$ cat src/design/sbm_pkg.sv
package sbm_pkg;
    localparam int CLK_HZ = 50000000;
    localparam int SCL_NORMAL_HZ = 60000;
    localparam int SCL_TEST_HZ = 4000000;
    // Each serial bit is four quarter periods long
    localparam int QUARTERS_PER_BIT = 4;
    localparam int QTR_NORMAL = CLK_HZ / (QUARTERS_PER_BIT * SCL_NORMAL_HZ);
    localparam int QTR_TEST = CLK_HZ / (QUARTERS_PER_BIT * SCL_TEST_HZ);
    localparam int DIV_W = 8;

    localparam logic [7:0] OFS_BYTE_DATA = 8'hb0;
    localparam logic [7:0] OFS_WORD_LOCATION = 8'hb1;
    localparam logic [7:0] OFS_TARGET_SELECT = 8'hb2;
    localparam logic [7:0] OFS_CONTROL_STATUS = 8'hb3;

    localparam logic [7:0] RESET_BYTE = 8'h00;
    localparam logic [6:0] RESET_TARGET = 7'h00;

    localparam int TGT_DIR_BIT = 0;
    localparam int CS_PROT_SEL = 7;
    localparam int CS_RSVD = 6;
    localparam int CS_REQ_BUSY = 5;
    localparam int CS_LOAD_BUSY = 4;
    localparam int CS_PRESENT = 3;
    localparam int CS_FAST = 2;
    localparam int CS_SER_ERR = 1;
    localparam int CS_LOAD_ERR = 0;

    localparam logic [2:0] LAST_BIT = 3'h7;

    typedef enum logic [2:0] {
        SBM_IDLE, SBM_START, SBM_SEND, SBM_GET_ACK, SBM_RECV, SBM_PUT_NACK, SBM_STOP
    } sbm_state_t;

    typedef enum logic [1:0] {
        SBM_STG_ADDR, SBM_STG_WORD, SBM_STG_RADDR, SBM_STG_DATA
    } sbm_stage_t;
endpackage

$ cat src/design/sbm_serial_bus_byte_master.sv
// Overview of operation
// - After a read, the data register holds the received byte once busy clears.
// - A write to target-select while the sequencer is idle starts one serial cycle with current registers.
// - Target-select bits 7:1 hold the 7-bit target address, reset to zero.
// - Target-select bit 0 selects write (0) or read (1), reset to zero.
// - Control bit 7 zero sends target and word address; one sends target only.
// - Status bit 5 reads one for the whole software cycle, else zero.
// - Status bit 4 reads one while the loader fetches EEPROM defaults.
// - Status bit 3 sets when an EEPROM is present at link reset release.
// - Control bit 2 selects about 60 kHz normally or about 4 MHz for test.
// - Status bit 1 sets on a software cycle error and stays until cleared.
// - Status bit 0 sets on a loader error and stays until cleared.
// - All registers clear on link reset, global reset or power-on reset.
// - Control bit 6 always reads zero and ignores writes.
`timescale 1ns/10ps
module sbm_serial_bus_byte_master
    import sbm_pkg::*;
(
    input wire logic clk,
    input wire logic reset_n,
    input wire logic link_reset_n,
    input wire logic global_reset_n,
    input wire logic [7:0] reg_addr,
    input wire logic [7:0] reg_wdata,
    input wire logic reg_write,
    input wire logic reg_read,
    output logic [7:0] reg_rdata,
    input wire logic loader_busy,
    input wire logic loader_error,
    input wire logic loader_eeprom_found,
    input wire logic sda_in,
    output logic sda_out,
    output logic sda_oe_n,
    output logic scl_out,
    output logic scl_oe_n
);
    localparam logic [DIV_W-1:0] QTR_NORMAL_LAST = DIV_W'(QTR_NORMAL - 1);
    localparam logic [DIV_W-1:0] QTR_TEST_LAST = DIV_W'(QTR_TEST - 1);

    // Pin and reset synchronisers
    logic sda_s1, sda_s2;
    logic link_s1, link_s2, link_s3;
    logic glob_s1, glob_s2;

    always_ff @(posedge clk or negedge reset_n) begin
        if (!reset_n) begin
            sda_s1 <= 1'b1;
            sda_s2 <= 1'b1;
            link_s1 <= 1'b0;
            link_s2 <= 1'b0;
            link_s3 <= 1'b0;
            glob_s1 <= 1'b0;
            glob_s2 <= 1'b0;
        end else begin
            sda_s1 <= sda_in;
            sda_s2 <= sda_s1;
            link_s1 <= link_reset_n;
            link_s2 <= link_s1;
            link_s3 <= link_s2;
            glob_s1 <= global_reset_n;
            glob_s2 <= glob_s1;
        end
    end

    logic soft_clr;
    logic link_release;
    assign soft_clr = !link_s2 || !glob_s2;
    assign link_release = link_s2 && !link_s3;

    // Quarter-bit enable from the core clock
    logic fast_sel;
    logic [DIV_W-1:0] div_cnt, next_div_cnt;
    logic tick, next_tick;

    always_comb begin
        logic [DIV_W-1:0] last;
        last = fast_sel ? QTR_TEST_LAST : QTR_NORMAL_LAST;
        next_div_cnt = div_cnt + 1'b1;
        next_tick = 1'b0;
        if (soft_clr || div_cnt >= last) begin
            next_div_cnt = '0;
            next_tick = !soft_clr;
        end
    end

    always_ff @(posedge clk or negedge reset_n) begin
        if (!reset_n) begin
            div_cnt <= '0;
            tick <= 1'b0;
        end else begin
            div_cnt <= next_div_cnt;
            tick <= next_tick;
        end
    end

    // Registers and the cycle sequencer
    logic [7:0] byte_data, next_byte_data;
    logic [7:0] word_loc, next_word_loc;
    logic [6:0] tgt_addr, next_tgt_addr;
    logic tgt_read, next_tgt_read;
    logic prot_sel, next_prot_sel;
    logic req_busy, next_req_busy;
    logic present, next_present;
    logic next_fast_sel;
    logic ser_err, next_ser_err;
    logic load_err, next_load_err;
    sbm_state_t state, next_state;
    sbm_stage_t stage, next_stage;
    logic [1:0] qtr, next_qtr;
    logic [2:0] bit_cnt, next_bit_cnt;
    logic [7:0] shift, next_shift;
    logic ack_bit, next_ack_bit;
    logic scl_low, next_scl_low;
    logic sda_low, next_sda_low;
    logic [7:0] next_rdata;

    logic wr_data, wr_word, wr_tgt, wr_cs;
    assign wr_data = reg_write && reg_addr == OFS_BYTE_DATA;
    assign wr_word = reg_write && reg_addr == OFS_WORD_LOCATION;
    assign wr_tgt = reg_write && reg_addr == OFS_TARGET_SELECT;
    assign wr_cs = reg_write && reg_addr == OFS_CONTROL_STATUS;

    always_comb begin
        logic [7:0] cs_view;
        cs_view = RESET_BYTE;
        cs_view[CS_PROT_SEL] = prot_sel;
        cs_view[CS_RSVD] = 1'b0;
        cs_view[CS_REQ_BUSY] = req_busy;
        cs_view[CS_LOAD_BUSY] = loader_busy;
        cs_view[CS_PRESENT] = present;
        cs_view[CS_FAST] = fast_sel;
        cs_view[CS_SER_ERR] = ser_err;
        cs_view[CS_LOAD_ERR] = load_err;

        next_byte_data = byte_data;
        next_word_loc = word_loc;
        next_tgt_addr = tgt_addr;
        next_tgt_read = tgt_read;
        next_prot_sel = prot_sel;
        next_req_busy = req_busy;
        next_present = present;
        next_fast_sel = fast_sel;
        next_ser_err = ser_err;
        next_load_err = load_err;
        next_state = state;
        next_stage = stage;
        next_qtr = qtr;
        next_bit_cnt = bit_cnt;
        next_shift = shift;
        next_ack_bit = ack_bit;
        next_scl_low = scl_low;
        next_sda_low = sda_low;
        next_rdata = reg_rdata;

        if (reg_read) begin
            case (reg_addr)
                OFS_BYTE_DATA: next_rdata = byte_data;
                OFS_WORD_LOCATION: next_rdata = word_loc;
                OFS_TARGET_SELECT: next_rdata = {tgt_addr, tgt_read};
                OFS_CONTROL_STATUS: next_rdata = cs_view;
                default: next_rdata = RESET_BYTE;
            endcase
        end

        if (wr_data) begin
            next_byte_data = reg_wdata;
        end
        if (wr_word) begin
            next_word_loc = reg_wdata;
        end
        if (wr_cs) begin
            next_prot_sel = reg_wdata[CS_PROT_SEL];
            next_fast_sel = reg_wdata[CS_FAST];
            // Write one to clear; a same-cycle event below still wins
            if (reg_wdata[CS_SER_ERR]) begin
                next_ser_err = 1'b0;
            end
            if (reg_wdata[CS_LOAD_ERR]) begin
                next_load_err = 1'b0;
            end
        end
        if (loader_error) begin
            next_load_err = 1'b1;
        end
        if (link_release) begin
            next_present = loader_eeprom_found;
        end

        // A write while busy would corrupt the byte on the wire, so it is ignored
        if (wr_tgt && state == SBM_IDLE) begin
            next_tgt_addr = reg_wdata[7:1];
            next_tgt_read = reg_wdata[TGT_DIR_BIT];
            next_req_busy = 1'b1;
            next_state = SBM_START;
            next_stage = SBM_STG_ADDR;
            next_qtr = 2'h0;
        end else if (tick && state != SBM_IDLE) begin
            next_qtr = 2'(qtr + 2'h1);
            case (state)
                SBM_START: begin
                    // Both the first and the repeated start; SDA falls a quarter
                    // after SCL is released so the two never move on one edge
                    next_scl_low = (qtr == 2'h0 && scl_low) || qtr == 2'h3;
                    next_sda_low = qtr >= 2'h2;
                    if (qtr == 2'h3) begin
                        next_state = SBM_SEND;
                        next_bit_cnt = LAST_BIT;
                        if (stage == SBM_STG_RADDR) begin
                            next_shift = {tgt_addr, 1'b1};
                        end else begin
                            next_shift = {tgt_addr, prot_sel & tgt_read};
                        end
                    end
                end
                SBM_SEND: begin
                    next_scl_low = qtr < 2'h1 || qtr == 2'h3;
                    next_sda_low = !shift[7];
                    if (qtr == 2'h3) begin
                        next_scl_low = 1'b1;
                        if (bit_cnt == 3'h0) begin
                            next_state = SBM_GET_ACK;
                        end else begin
                            next_shift = {shift[6:0], 1'b0};
                            next_bit_cnt = 3'(bit_cnt - 3'h1);
                        end
                    end
                end
                SBM_GET_ACK, SBM_RECV, SBM_PUT_NACK: begin
                    next_sda_low = 1'b0;
                    next_scl_low = qtr == 2'h3 || qtr == 2'h0;
                    if (qtr == 2'h2) begin
                        if (state == SBM_GET_ACK) begin
                            next_ack_bit = sda_s2;
                        end else if (state == SBM_RECV) begin
                            next_shift = {shift[6:0], sda_s2};
                        end
                    end
                    if (qtr == 2'h3) begin
                        next_scl_low = 1'b1;
                        if (state == SBM_PUT_NACK) begin
                            next_state = SBM_STOP;
                        end else if (state == SBM_RECV) begin
                            if (bit_cnt == 3'h0) begin
                                next_byte_data = shift;
                                next_state = SBM_PUT_NACK;
                            end else begin
                                next_bit_cnt = 3'(bit_cnt - 3'h1);
                            end
                        end else if (ack_bit) begin
                            next_ser_err = 1'b1;
                            next_state = SBM_STOP;
                        end else begin
                            next_bit_cnt = LAST_BIT;
                            case (stage)
                                SBM_STG_ADDR: begin
                                    if (!prot_sel) begin
                                        next_stage = SBM_STG_WORD;
                                        next_shift = word_loc;
                                        next_state = SBM_SEND;
                                    end else if (tgt_read) begin
                                        next_stage = SBM_STG_DATA;
                                        next_state = SBM_RECV;
                                    end else begin
                                        next_stage = SBM_STG_DATA;
                                        next_shift = byte_data;
                                        next_state = SBM_SEND;
                                    end
                                end
                                SBM_STG_WORD: begin
                                    if (tgt_read) begin
                                        next_stage = SBM_STG_RADDR;
                                        next_state = SBM_START;
                                    end else begin
                                        next_stage = SBM_STG_DATA;
                                        next_shift = byte_data;
                                        next_state = SBM_SEND;
                                    end
                                end
                                SBM_STG_RADDR: begin
                                    next_stage = SBM_STG_DATA;
                                    next_state = SBM_RECV;
                                end
                                default: next_state = SBM_STOP;
                            endcase
                        end
                    end
                end
                SBM_STOP: begin
                    next_scl_low = qtr == 2'h0;
                    next_sda_low = qtr <= 2'h1;
                    if (qtr == 2'h3) begin
                        next_state = SBM_IDLE;
                        next_req_busy = 1'b0;
                    end
                end
                default: next_state = SBM_IDLE;
            endcase
        end

        if (soft_clr) begin
            next_byte_data = RESET_BYTE;
            next_word_loc = RESET_BYTE;
            next_tgt_addr = RESET_TARGET;
            next_tgt_read = 1'b0;
            next_prot_sel = 1'b0;
            next_req_busy = 1'b0;
            next_present = 1'b0;
            next_fast_sel = 1'b0;
            next_ser_err = 1'b0;
            next_load_err = 1'b0;
            next_state = SBM_IDLE;
            next_stage = SBM_STG_ADDR;
            next_qtr = 2'h0;
            next_scl_low = 1'b0;
            next_sda_low = 1'b0;
        end
    end

    always_ff @(posedge clk or negedge reset_n) begin
        if (!reset_n) begin
            byte_data <= RESET_BYTE;
            word_loc <= RESET_BYTE;
            tgt_addr <= RESET_TARGET;
            tgt_read <= 1'b0;
            prot_sel <= 1'b0;
            req_busy <= 1'b0;
            present <= 1'b0;
            fast_sel <= 1'b0;
            ser_err <= 1'b0;
            load_err <= 1'b0;
            state <= SBM_IDLE;
            stage <= SBM_STG_ADDR;
            qtr <= 2'h0;
            bit_cnt <= 3'h0;
            shift <= RESET_BYTE;
            ack_bit <= 1'b0;
            scl_low <= 1'b0;
            sda_low <= 1'b0;
            reg_rdata <= RESET_BYTE;
            sda_out <= 1'b1;
            sda_oe_n <= 1'b1;
            scl_out <= 1'b1;
            scl_oe_n <= 1'b1;
        end else begin
            byte_data <= next_byte_data;
            word_loc <= next_word_loc;
            tgt_addr <= next_tgt_addr;
            tgt_read <= next_tgt_read;
            prot_sel <= next_prot_sel;
            req_busy <= next_req_busy;
            present <= next_present;
            fast_sel <= next_fast_sel;
            ser_err <= next_ser_err;
            load_err <= next_load_err;
            state <= next_state;
            stage <= next_stage;
            qtr <= next_qtr;
            bit_cnt <= next_bit_cnt;
            shift <= next_shift;
            ack_bit <= next_ack_bit;
            scl_low <= next_scl_low;
            sda_low <= next_sda_low;
            reg_rdata <= next_rdata;
            // Open drain: only ever pull low, release otherwise
            sda_out <= !next_sda_low;
            sda_oe_n <= !next_sda_low;
            scl_out <= !next_scl_low;
            scl_oe_n <= !next_scl_low;
        end
    end
endmodule

$ cat config.mk
export PLATFORM = sky130hd
export DESIGN_NAME = sbm_serial_bus_byte_master
export DESIGN_NICKNAME = d
export VERILOG_FILES = /design/src/design/sbm_pkg.sv /design/src/design/sbm_serial_bus_byte_master.sv
export SDC_FILE = /design/constraint.sdc
export NUM_CORES = 1
export LEC_CHECK = 0
export ABC_AREA = 1
export BUFFER_PORTS_ARGS = -buffer_cell sky130_fd_sc_hd__buf_2
export CORE_MARGIN = 2
export CORE_UTILIZATION = 41
export CTS_CLUSTER_DIAMETER = 30
export DETAILED_ROUTE_END_ITERATION = 16
export MAX_ROUTING_LAYER = met4
export SLEW_MARGIN = 20
export SYNTH_ARGS = -nofsm -noshare
export SYNTH_HDL_FRONTEND = slang
export SYNTH_SLANG_ARGS = --single-unit
$ cat constraint.sdc
create_clock -name clk -period 1.9 [get_ports clk]
set_input_delay 0.19 -clock clk [delete_from_list [all_inputs] [get_ports clk]]
set_output_delay 0.19 -clock clk [all_outputs]
set_load 0.02 [all_outputs]
==> results of run 1 <==
worst register-to-register path, cell delays in order, from the launching register on:
cell and delay, ps:
dfrtp_1 490, buf_4 220, nand2_4 80, nor2_8 190
nor2_8 90, nand2_4 90, nand3_4 170, inv_6 160
nor2_2 50, a21oi_2 110
sequential cells by signal, summed over array words and instances (netlist names), 3 cells and up:
register / flops
bit_cnt: 3
byte_data: 8
div_cnt: 8
reg_rdata: 8
shift: 8
state: 3
tgt_addr: 7
word_loc: 8
power breakdown:
group	leakage (nW)	total [mW]	switching [mW]	internal, mW
sequential	1.05	1.66	0.00661	1.65
combinational	1.50	0.175	0.119	0.0567
clock	0.150	1.79	0.725	1.06
synth_stat cells (2+ instances only):
cell      number  share of area
buf_6          6          0.014
nor2_1        42          0.032
ha_1          16          0.041
o21ai_0       54          0.056
dfrtp_1       73           0.38
nor2_2        12          0.015
nand3_1       48          0.049
nand4_2        2         0.0051
a21oi_2        8          0.014
nor3_4         2         0.0067
o211ai_1       4         0.0062
a21oi_1       24          0.025
dfstp_2        4          0.022
nor2_4         2         0.0046
nand3_4        2         0.0072
o21ai_1       10          0.010
xnor2_1        3         0.0054
xor2_1         5         0.0090
nand3_2        5          0.010
nand2_2        6         0.0077
buf_2          3         0.0031
inv_1         72          0.056
clkbuf_1       2         0.0015
nand2_4        7          0.016
nand4_1        7         0.0090
buf_4          3         0.0046
nor2_8         6          0.025
o22ai_1       11          0.014
o21ai_2        2         0.0036
nor3_1         5         0.0051
inv_2          5         0.0039
nand2_1      156           0.12
per-layer routing:
metal | part of all wire | up-vias | routed length (um) | GRT usage
li1 | - | 2125 | - | -
met1 | 0.43 | 2012 | 5560 | 0.275
met2 | 0.47 | 121 | 6030 | 0.358
met3 | 0.063 | 30 | 815 | 0.0407
met4 | 0.036 | 0 | 464 | 0.105
met5 | 0 | - | 0 | -
worst paths after layout:
kind / from / end / slack (ps) / cells after the start
max: state[1] / shift[7] / 190 / 9
min: loader_error / load_err / 80 / 3
max reg2reg: state[1] / shift[7] / 190 / 9
min reg2reg: link_s1 / link_s2 / 350 / 0
max in group asynchronous: reset_n / req_busy / 940 / 3
min in group asynchronous: reset_n / link_s1 / 370 / 2
stage by stage:
stage               worst slack (ps)  instances  utilization
floorplan                        285        619            -
global placement                70.2        800        0.457
detailed placement              29.2        800        0.457
CTS                             18.2        820        0.487
global route                    36.6        821        0.490
finish                           189        821        0.490
area by class of cell:
class / instances / area share
multi-input combinational: 447 / 0.447
sequential: 77 / 0.344
timing repair buffer: 58 / 0.0655
inverter: 80 / 0.0566
clock buffer: 10 / 0.0425
tap: 143 / 0.0318
clock inverter: 6 / 0.0122
timing repair:
item	in CTS	in global routing
resized for setup	0	7
buffers inserted	0	1
endpoints found under the hold margin	36	0
hold buffers	4	0
endpoints found under the setup margin	0	23
kinds of logic after synthesis:
| group | Yosys count | share of synthesized area |
|---|---|---|
| xor gates and xnor gates | 8 | 0.0144 |
| and+or+nand+nor | 305 | 0.319 |
| AOI/OAI and AO/OA | 118 | 0.139 |
| buffers and inverters | 95 | 0.0888 |
| adders and majority gates | 16 | 0.0412 |
| DFF | 77 | 0.398 |
==> summary.log, run 1 <==
INFO  global_routing first_global_vias=4507
INFO  global_routing antenna_found_initial=0
INFO  timing         fin_crit=1710ps
INFO  worst_setup_path critical_path_arrival=1980ps
INFO  synth          synth_sequential_area_ratio=0.398
INFO  placed_design  place_hpwl=9860um
INFO  finish         layout_commonest_cell=nand2_1
INFO  routing        route.detailed.wl_per_inst=15.7um
INFO  synth          synthesized_netlist_cell_count=619
INFO  power_and_ir_drop power.density_cell_area=645nW/um^2
INFO  worst_setup_path critPathRequiredTime=2170ps
INFO  global_routing grt_first_pass_wirelength=21900um
INFO  worst_setup_path setup.worst_path.class=reg -> reg
INFO  finish         post_layout_net_count=715
INFO  status         outcome=finished clean
INFO  floorplan      die_area=12700um^2
INFO  finish         antenna_cells=0
INFO  synth          share_of_async_settable_or_async_resettable_flops_after_synthesis=1.00
INFO  floorplan      initial_utilization=0.424
INFO  worst_setup_path cp_top_family=simple AND/OR/NAND/NOR gates
INFO  routing        drt_first_pass_iters=5
INFO  timing         worst_slew_margin_rel=0.650
INFO  timing         rsz_0062_raised_after_global_routing=false
INFO  global_routing grt_start_max_net_pins=40
INFO  finish         filler_cell_count=1114
INFO  routing        routed_wirelength=12900um
INFO  job            max_capacitance_violation_total=0
INFO  placed_design  gp_congestion=0.919
INFO  worst_setup_path maximum_fanout_encountered_on_the_critical_timing_path=9
INFO  worst_setup_path cp_cell_sequence=buf_4 -> nand2_4 -> nor2_8 -> nor2_8 -> nand2_4 -> nand3_4 -> inv_6 -> nor2_2 -> a21oi_2
INFO  finish         most-common-layout-cells=156 x nand2_1, 72 x inv_1, 71 x dfrtp_1, 54 x o21ai_0, 48 x nand3_1
INFO  power_and_ir_drop static-leakage-power=2.70nW
INFO  synth          synth-edff-count=0
INFO  synth          yosys_most_used_dff=dfrtp_1
INFO  routing        total_drc_errors_in_the_routed_layout=0
INFO  timing         final-max-slew-violation-count=0
INFO  synth          synthesis.area=4860um^2
INFO  floorplan      std_cell_rows=39
INFO  finish         post_route_cells_drive_above_1_share=0.212
INFO  timing         final_clock_skew=9.20ps
INFO  global_routing grt.overflow.total=0
INFO  routing        drt_first_iter_violations=360
INFO  clocking       cts.sinks=77
INFO  finish         layout.cell_area.non_filler=5620um^2
INFO  worst_setup_path cell_with_the_biggest_individual_delay_on_the_critical_path=dfrtp_1
INFO  timing         fin_hold_ws=81.1ps
INFO  synth          postSynthRegisterBits=77
INFO  timing         final_hold_viol_count=0
INFO  power_and_ir_drop ir_drop=607uV
INFO  clocking       cts-htree-levels=3
INFO  worst_setup_path critical_path.startpoint_type=flip-flop
INFO  placed_design  portBuffers=37
INFO  clocking       worst_skew_pair.late_latency=350ps
INFO  floorplan      dieHeight=113um
INFO  routing        routed-via-count=4288
INFO  worst_setup_path critical_path.max_stage_delay=490ps
INFO  timing         finalCritPeriodShare=0.901
INFO  routing        antenna_violating_nets_post_route=0
INFO  hold_path      hold_class=in -> reg
INFO  placed_design  placed_cell_area=5240um^2
INFO  worst_setup_path worst-path-buf-inv=2
INFO  floorplan      chipWidth=113um
INFO  synth          yosysUniqueCellTypes=44
INFO  synth          synth-warning-count=0
INFO  routing        vias_per_cell=5.22
INFO  floorplan      core_footprint=11500um^2
INFO  global_routing globalRouteTotalUtil=0.224
INFO  floorplan      pin_count=38
INFO  synth          mappedNetlistNets=661
INFO  clocking       numCtsBuffers=9
INFO  finish         ff_latch_area=1930um^2
INFO  finish         multi_input_area=2510um^2
INFO  clocking       clock-root-buffer=clkbuf_16
INFO  synth          syn_area_per_cell=7.85um^2
INFO  timing         tightestPinTransition=524ps
INFO  power_and_ir_drop finalPower=3.63mW
INFO  timing         finalSetupViolCount=0
INFO  worst_setup_path setup.worst_path.end_class=flip-flop
INFO  clocking       ctsLongestPathBuffers=2
INFO  clocking       clk_pin_slew_worst_paths=60ps
INFO  timing         totalNegativeSetupSlack=0ps
INFO  clocking       cts_tree=yes
INFO  finish         layout-area-overhead-vs-synth=15.6%
INFO  timing         fmaxAchievable=584MHz
Power figures use the tool's default switching activity.
==> run 2: changes to the inputs <==
Settings changed: HOLD_SLACK_MARGIN from default to 0.15.
==> summary.log, run 2 (synthesis gave the netlist of run 1 again) <==
INFO  routing        routed_wirelength=13000um [+0.69%]
INFO  worst_setup_path critPathRequiredTime=2170ps [about the same]
INFO  timing         fmaxAchievable=584MHz [-0.13%]
INFO  global_routing grt_first_pass_wirelength=22000um [+0.47%]
INFO  clocking       ctsLongestPathBuffers=2 [unchanged]
INFO  global_routing grt_start_max_net_pins=40 [unchanged]
INFO  timing         tightestPinTransition=518ps [-6.31 ps]
INFO  finish         most-common-layout-cells=156 x nand2_1, 72 x inv_1, 71 x dfrtp_1, 54 x o21ai_0, 48 x nand3_1
INFO  placed_design  portBuffers=37 [unchanged]
INFO  worst_setup_path minimum_setup_slack_among_reg_to_reg_paths=190ps [about the same]
INFO  floorplan      std_cell_rows=39 [unchanged]
INFO  power_and_ir_drop power.combinational.fraction=0.051 [+0.003]
INFO  clocking       worst_skew_pair.late_latency=350ps [about the same]
INFO  clocking       cts.sinks=77 [unchanged]
INFO  timing         finalCritPeriodShare=0.902 [+0.00119]
INFO  finish         post_layout_net_count=722 [+0.98%]
INFO  timing         rsz_0062_raised_after_global_routing=false
INFO  power_and_ir_drop static-leakage-power=2.73nW [+1.1%]
INFO  power_and_ir_drop netSwitchingPower=0.857mW [+0.76%]
INFO  power_and_ir_drop seq_power_share=0.456 [-0.002]
INFO  floorplan      pin_count=38 [unchanged]
INFO  power_and_ir_drop finalPower=3.64mW [+0.44%]
INFO  hold_path      hold_class=in -> reg
INFO  routing        drt_first_pass_iters=5 [unchanged]
INFO  routing        routed-via-count=4393 [+2.4%]
INFO  floorplan      core_footprint=11500um^2 [unchanged]
INFO  clocking       cts-htree-levels=3 [unchanged]
INFO  global_routing globalRouteTotalUtil=0.225 [+0.000821]
INFO  power_and_ir_drop power.density_cell_area=640nW/um^2 [-0.80%]
INFO  timing         timing.final.ws_setup=187ps [-2.25 ps]
INFO  global_routing first_global_vias=4550 [+0.95%]
INFO  power_and_ir_drop power.switching_fraction=0.235 [+0.000758]
INFO  placed_design  place_hpwl=9860um [unchanged]
INFO  power_and_ir_drop internal_pwr_total=2.78mW [+0.34%]
INFO  global_routing grt.overflow.total=0 [unchanged]
INFO  finish         layout.cell_area.non_filler=5690um^2 [+1.2%]
INFO  global_routing antenna_found_initial=0 [unchanged]
INFO  worst_setup_path cell_with_the_biggest_individual_delay_on_the_critical_path=dfrtp_1
INFO  routing        total_drc_errors_in_the_routed_layout=0 [unchanged]
INFO  finish         final_cell_count_no_fill=828 [+0.85%]
INFO  clocking       numCtsBuffers=9 [unchanged]
INFO  timing         worst_slew_margin_rel=0.655 [+0.00420]
INFO  finish         antenna_cells=0 [unchanged]
INFO  timing         final_hold_viol_count=0 [unchanged]
INFO  timing         fin_crit=1710ps [+2.25 ps]
INFO  finish         utilization=0.496 [+0.00611]
INFO  worst_setup_path setup.worst_path.class=reg -> reg
INFO  clocking       clock-root-buffer=clkbuf_16
INFO  power_and_ir_drop p_clk_frac=0.493 [about the same]
INFO  worst_setup_path maximum_fanout_encountered_on_the_critical_timing_path=8 [-1]
INFO  worst_setup_path cp_top_family=flip-flops
INFO  placed_design  dp_worst_setup_slack=29.2ps [unchanged]
INFO  routing        route.detailed.wl_per_inst=15.7um [-0.16%]
INFO  worst_setup_path critical_path.startpoint_type=flip-flop
INFO  finish         post_route_cells_drive_above_1_share=0.210 [-0.00217]
INFO  worst_setup_path cp_cell_sequence=ha_1 -> nand2_1 -> a21oi_1 -> a211oi_1 -> nand4_1 -> buf_4 -> nor2_1
INFO  worst_setup_path setup.worst_path.end_class=flip-flop
INFO  status         outcome=finished clean
INFO  worst_setup_path critical_path_arrival=1990ps [about the same]
INFO  floorplan      dieHeight=113um [unchanged]
INFO  floorplan      initial_utilization=0.424 [unchanged]
INFO  clocking       clk_pin_slew_worst_paths=70ps [about the same]
INFO  timing         final-max-slew-violation-count=0 [unchanged]
INFO  timing         totalNegativeSetupSlack=0ps [unchanged]
INFO  timing         fin_hold_ws=192ps [+111 ps]
INFO  floorplan      die_area=12700um^2 [unchanged]
INFO  placed_design  gp_congestion=0.919 [unchanged]
INFO  timing         final_clock_skew=9.41ps [+0.209 ps]
INFO  floorplan      chipWidth=113um [unchanged]
INFO  power_and_ir_drop ir_drop=608uV [about the same]
INFO  clocking       cts_tree=yes
INFO  job            max_capacitance_violation_total=0 [unchanged]
INFO  routing        drt_first_iter_violations=316 [-12%]
INFO  worst_setup_path critical_path.max_stage_delay=480ps [about the same]
INFO  worst_setup_path worst-path-buf-inv=1 [-1]
INFO  timing         finalSetupViolCount=0 [unchanged]
INFO  routing        antenna_violating_nets_post_route=0 [unchanged]
INFO  routing        vias_per_cell=5.31 [+1.6%]
INFO  finish         layout_commonest_cell=nand2_1
INFO  finish         layout-area-overhead-vs-synth=17.1%
INFO  placed_design  place.detailed.instances=800 [unchanged]
INFO  placed_design  placed_cell_area=5240um^2 [unchanged]
run 2: final timing paths:
| kind | start | to | cells past startpoint |
|---|---|---|---|
| hold / removal | reg_wdata[5] | word_loc[5] | 3 |
| setup reg to reg | fast_sel | div_cnt[7] | 7 |
| hold reg to reg | link_s1 | link_s2 | 0 |
| max in group asynchronous | reset_n | req_busy | 3 |
| setup / recovery | fast_sel | div_cnt[7] | 7 |
| min in group asynchronous | reset_n | link_s1 | 2 |
run 2: area by class of cell:
type                       count  area, um^2
fill                        1106        5780
multi-input combinational    447        2510
sequential                    77        1930
timing repair buffer          65         438
inverter                      80         318
clock buffer                  10         239
tap                          143         179
clock inverter                 6        68.8
run 2: repair_timing:
| action | in CTS | in global routing |
|---|---|---|
| hold buffers | 11 | 0 |
| hold endpoints to repair | 43 | 0 |
| endpoints found under the setup margin | 0 | 23 |
| resized for setup | 0 | 7 |
| setup buffers | 0 | 1 |
run 2: power by group through the flow:
stage | combinational, mW | sequential [mW] | clock [mW]
2_1_floorplan | 0.0636 | 1.69 | 0
3_3_place_gp | 0.166 | 1.69 | 0
3_5_place_dp | 0.170 | 1.69 | 0
4_1_cts | 0.188 | 1.66 | 1.83
5_1_grt | 0.208 | 1.66 | 1.90
6_report | 0.186 | 1.66 | 1.80
run 2: metal layers:
| metal | wire length, um | vias up | track usage |
|---|---|---|---|
| met5 | 0 | - | - |
| met4 | 434 | 0 | 0.105 |
| met3 | 751 | 31 | 0.0380 |
| met2 | 6150 | 145 | 0.361 |
| met1 | 5630 | 2075 | 0.277 |
| li1 | - | 2142 | - |
run 2: worst reg2reg max path, stage by stage (launching register included):
cell and delay (ps):
dfrtp_1 480, ha_1 350, nand2_1 90, a21oi_1 50
a211oi_1 280, nand4_1 140, buf_4 180, nor2_1 80
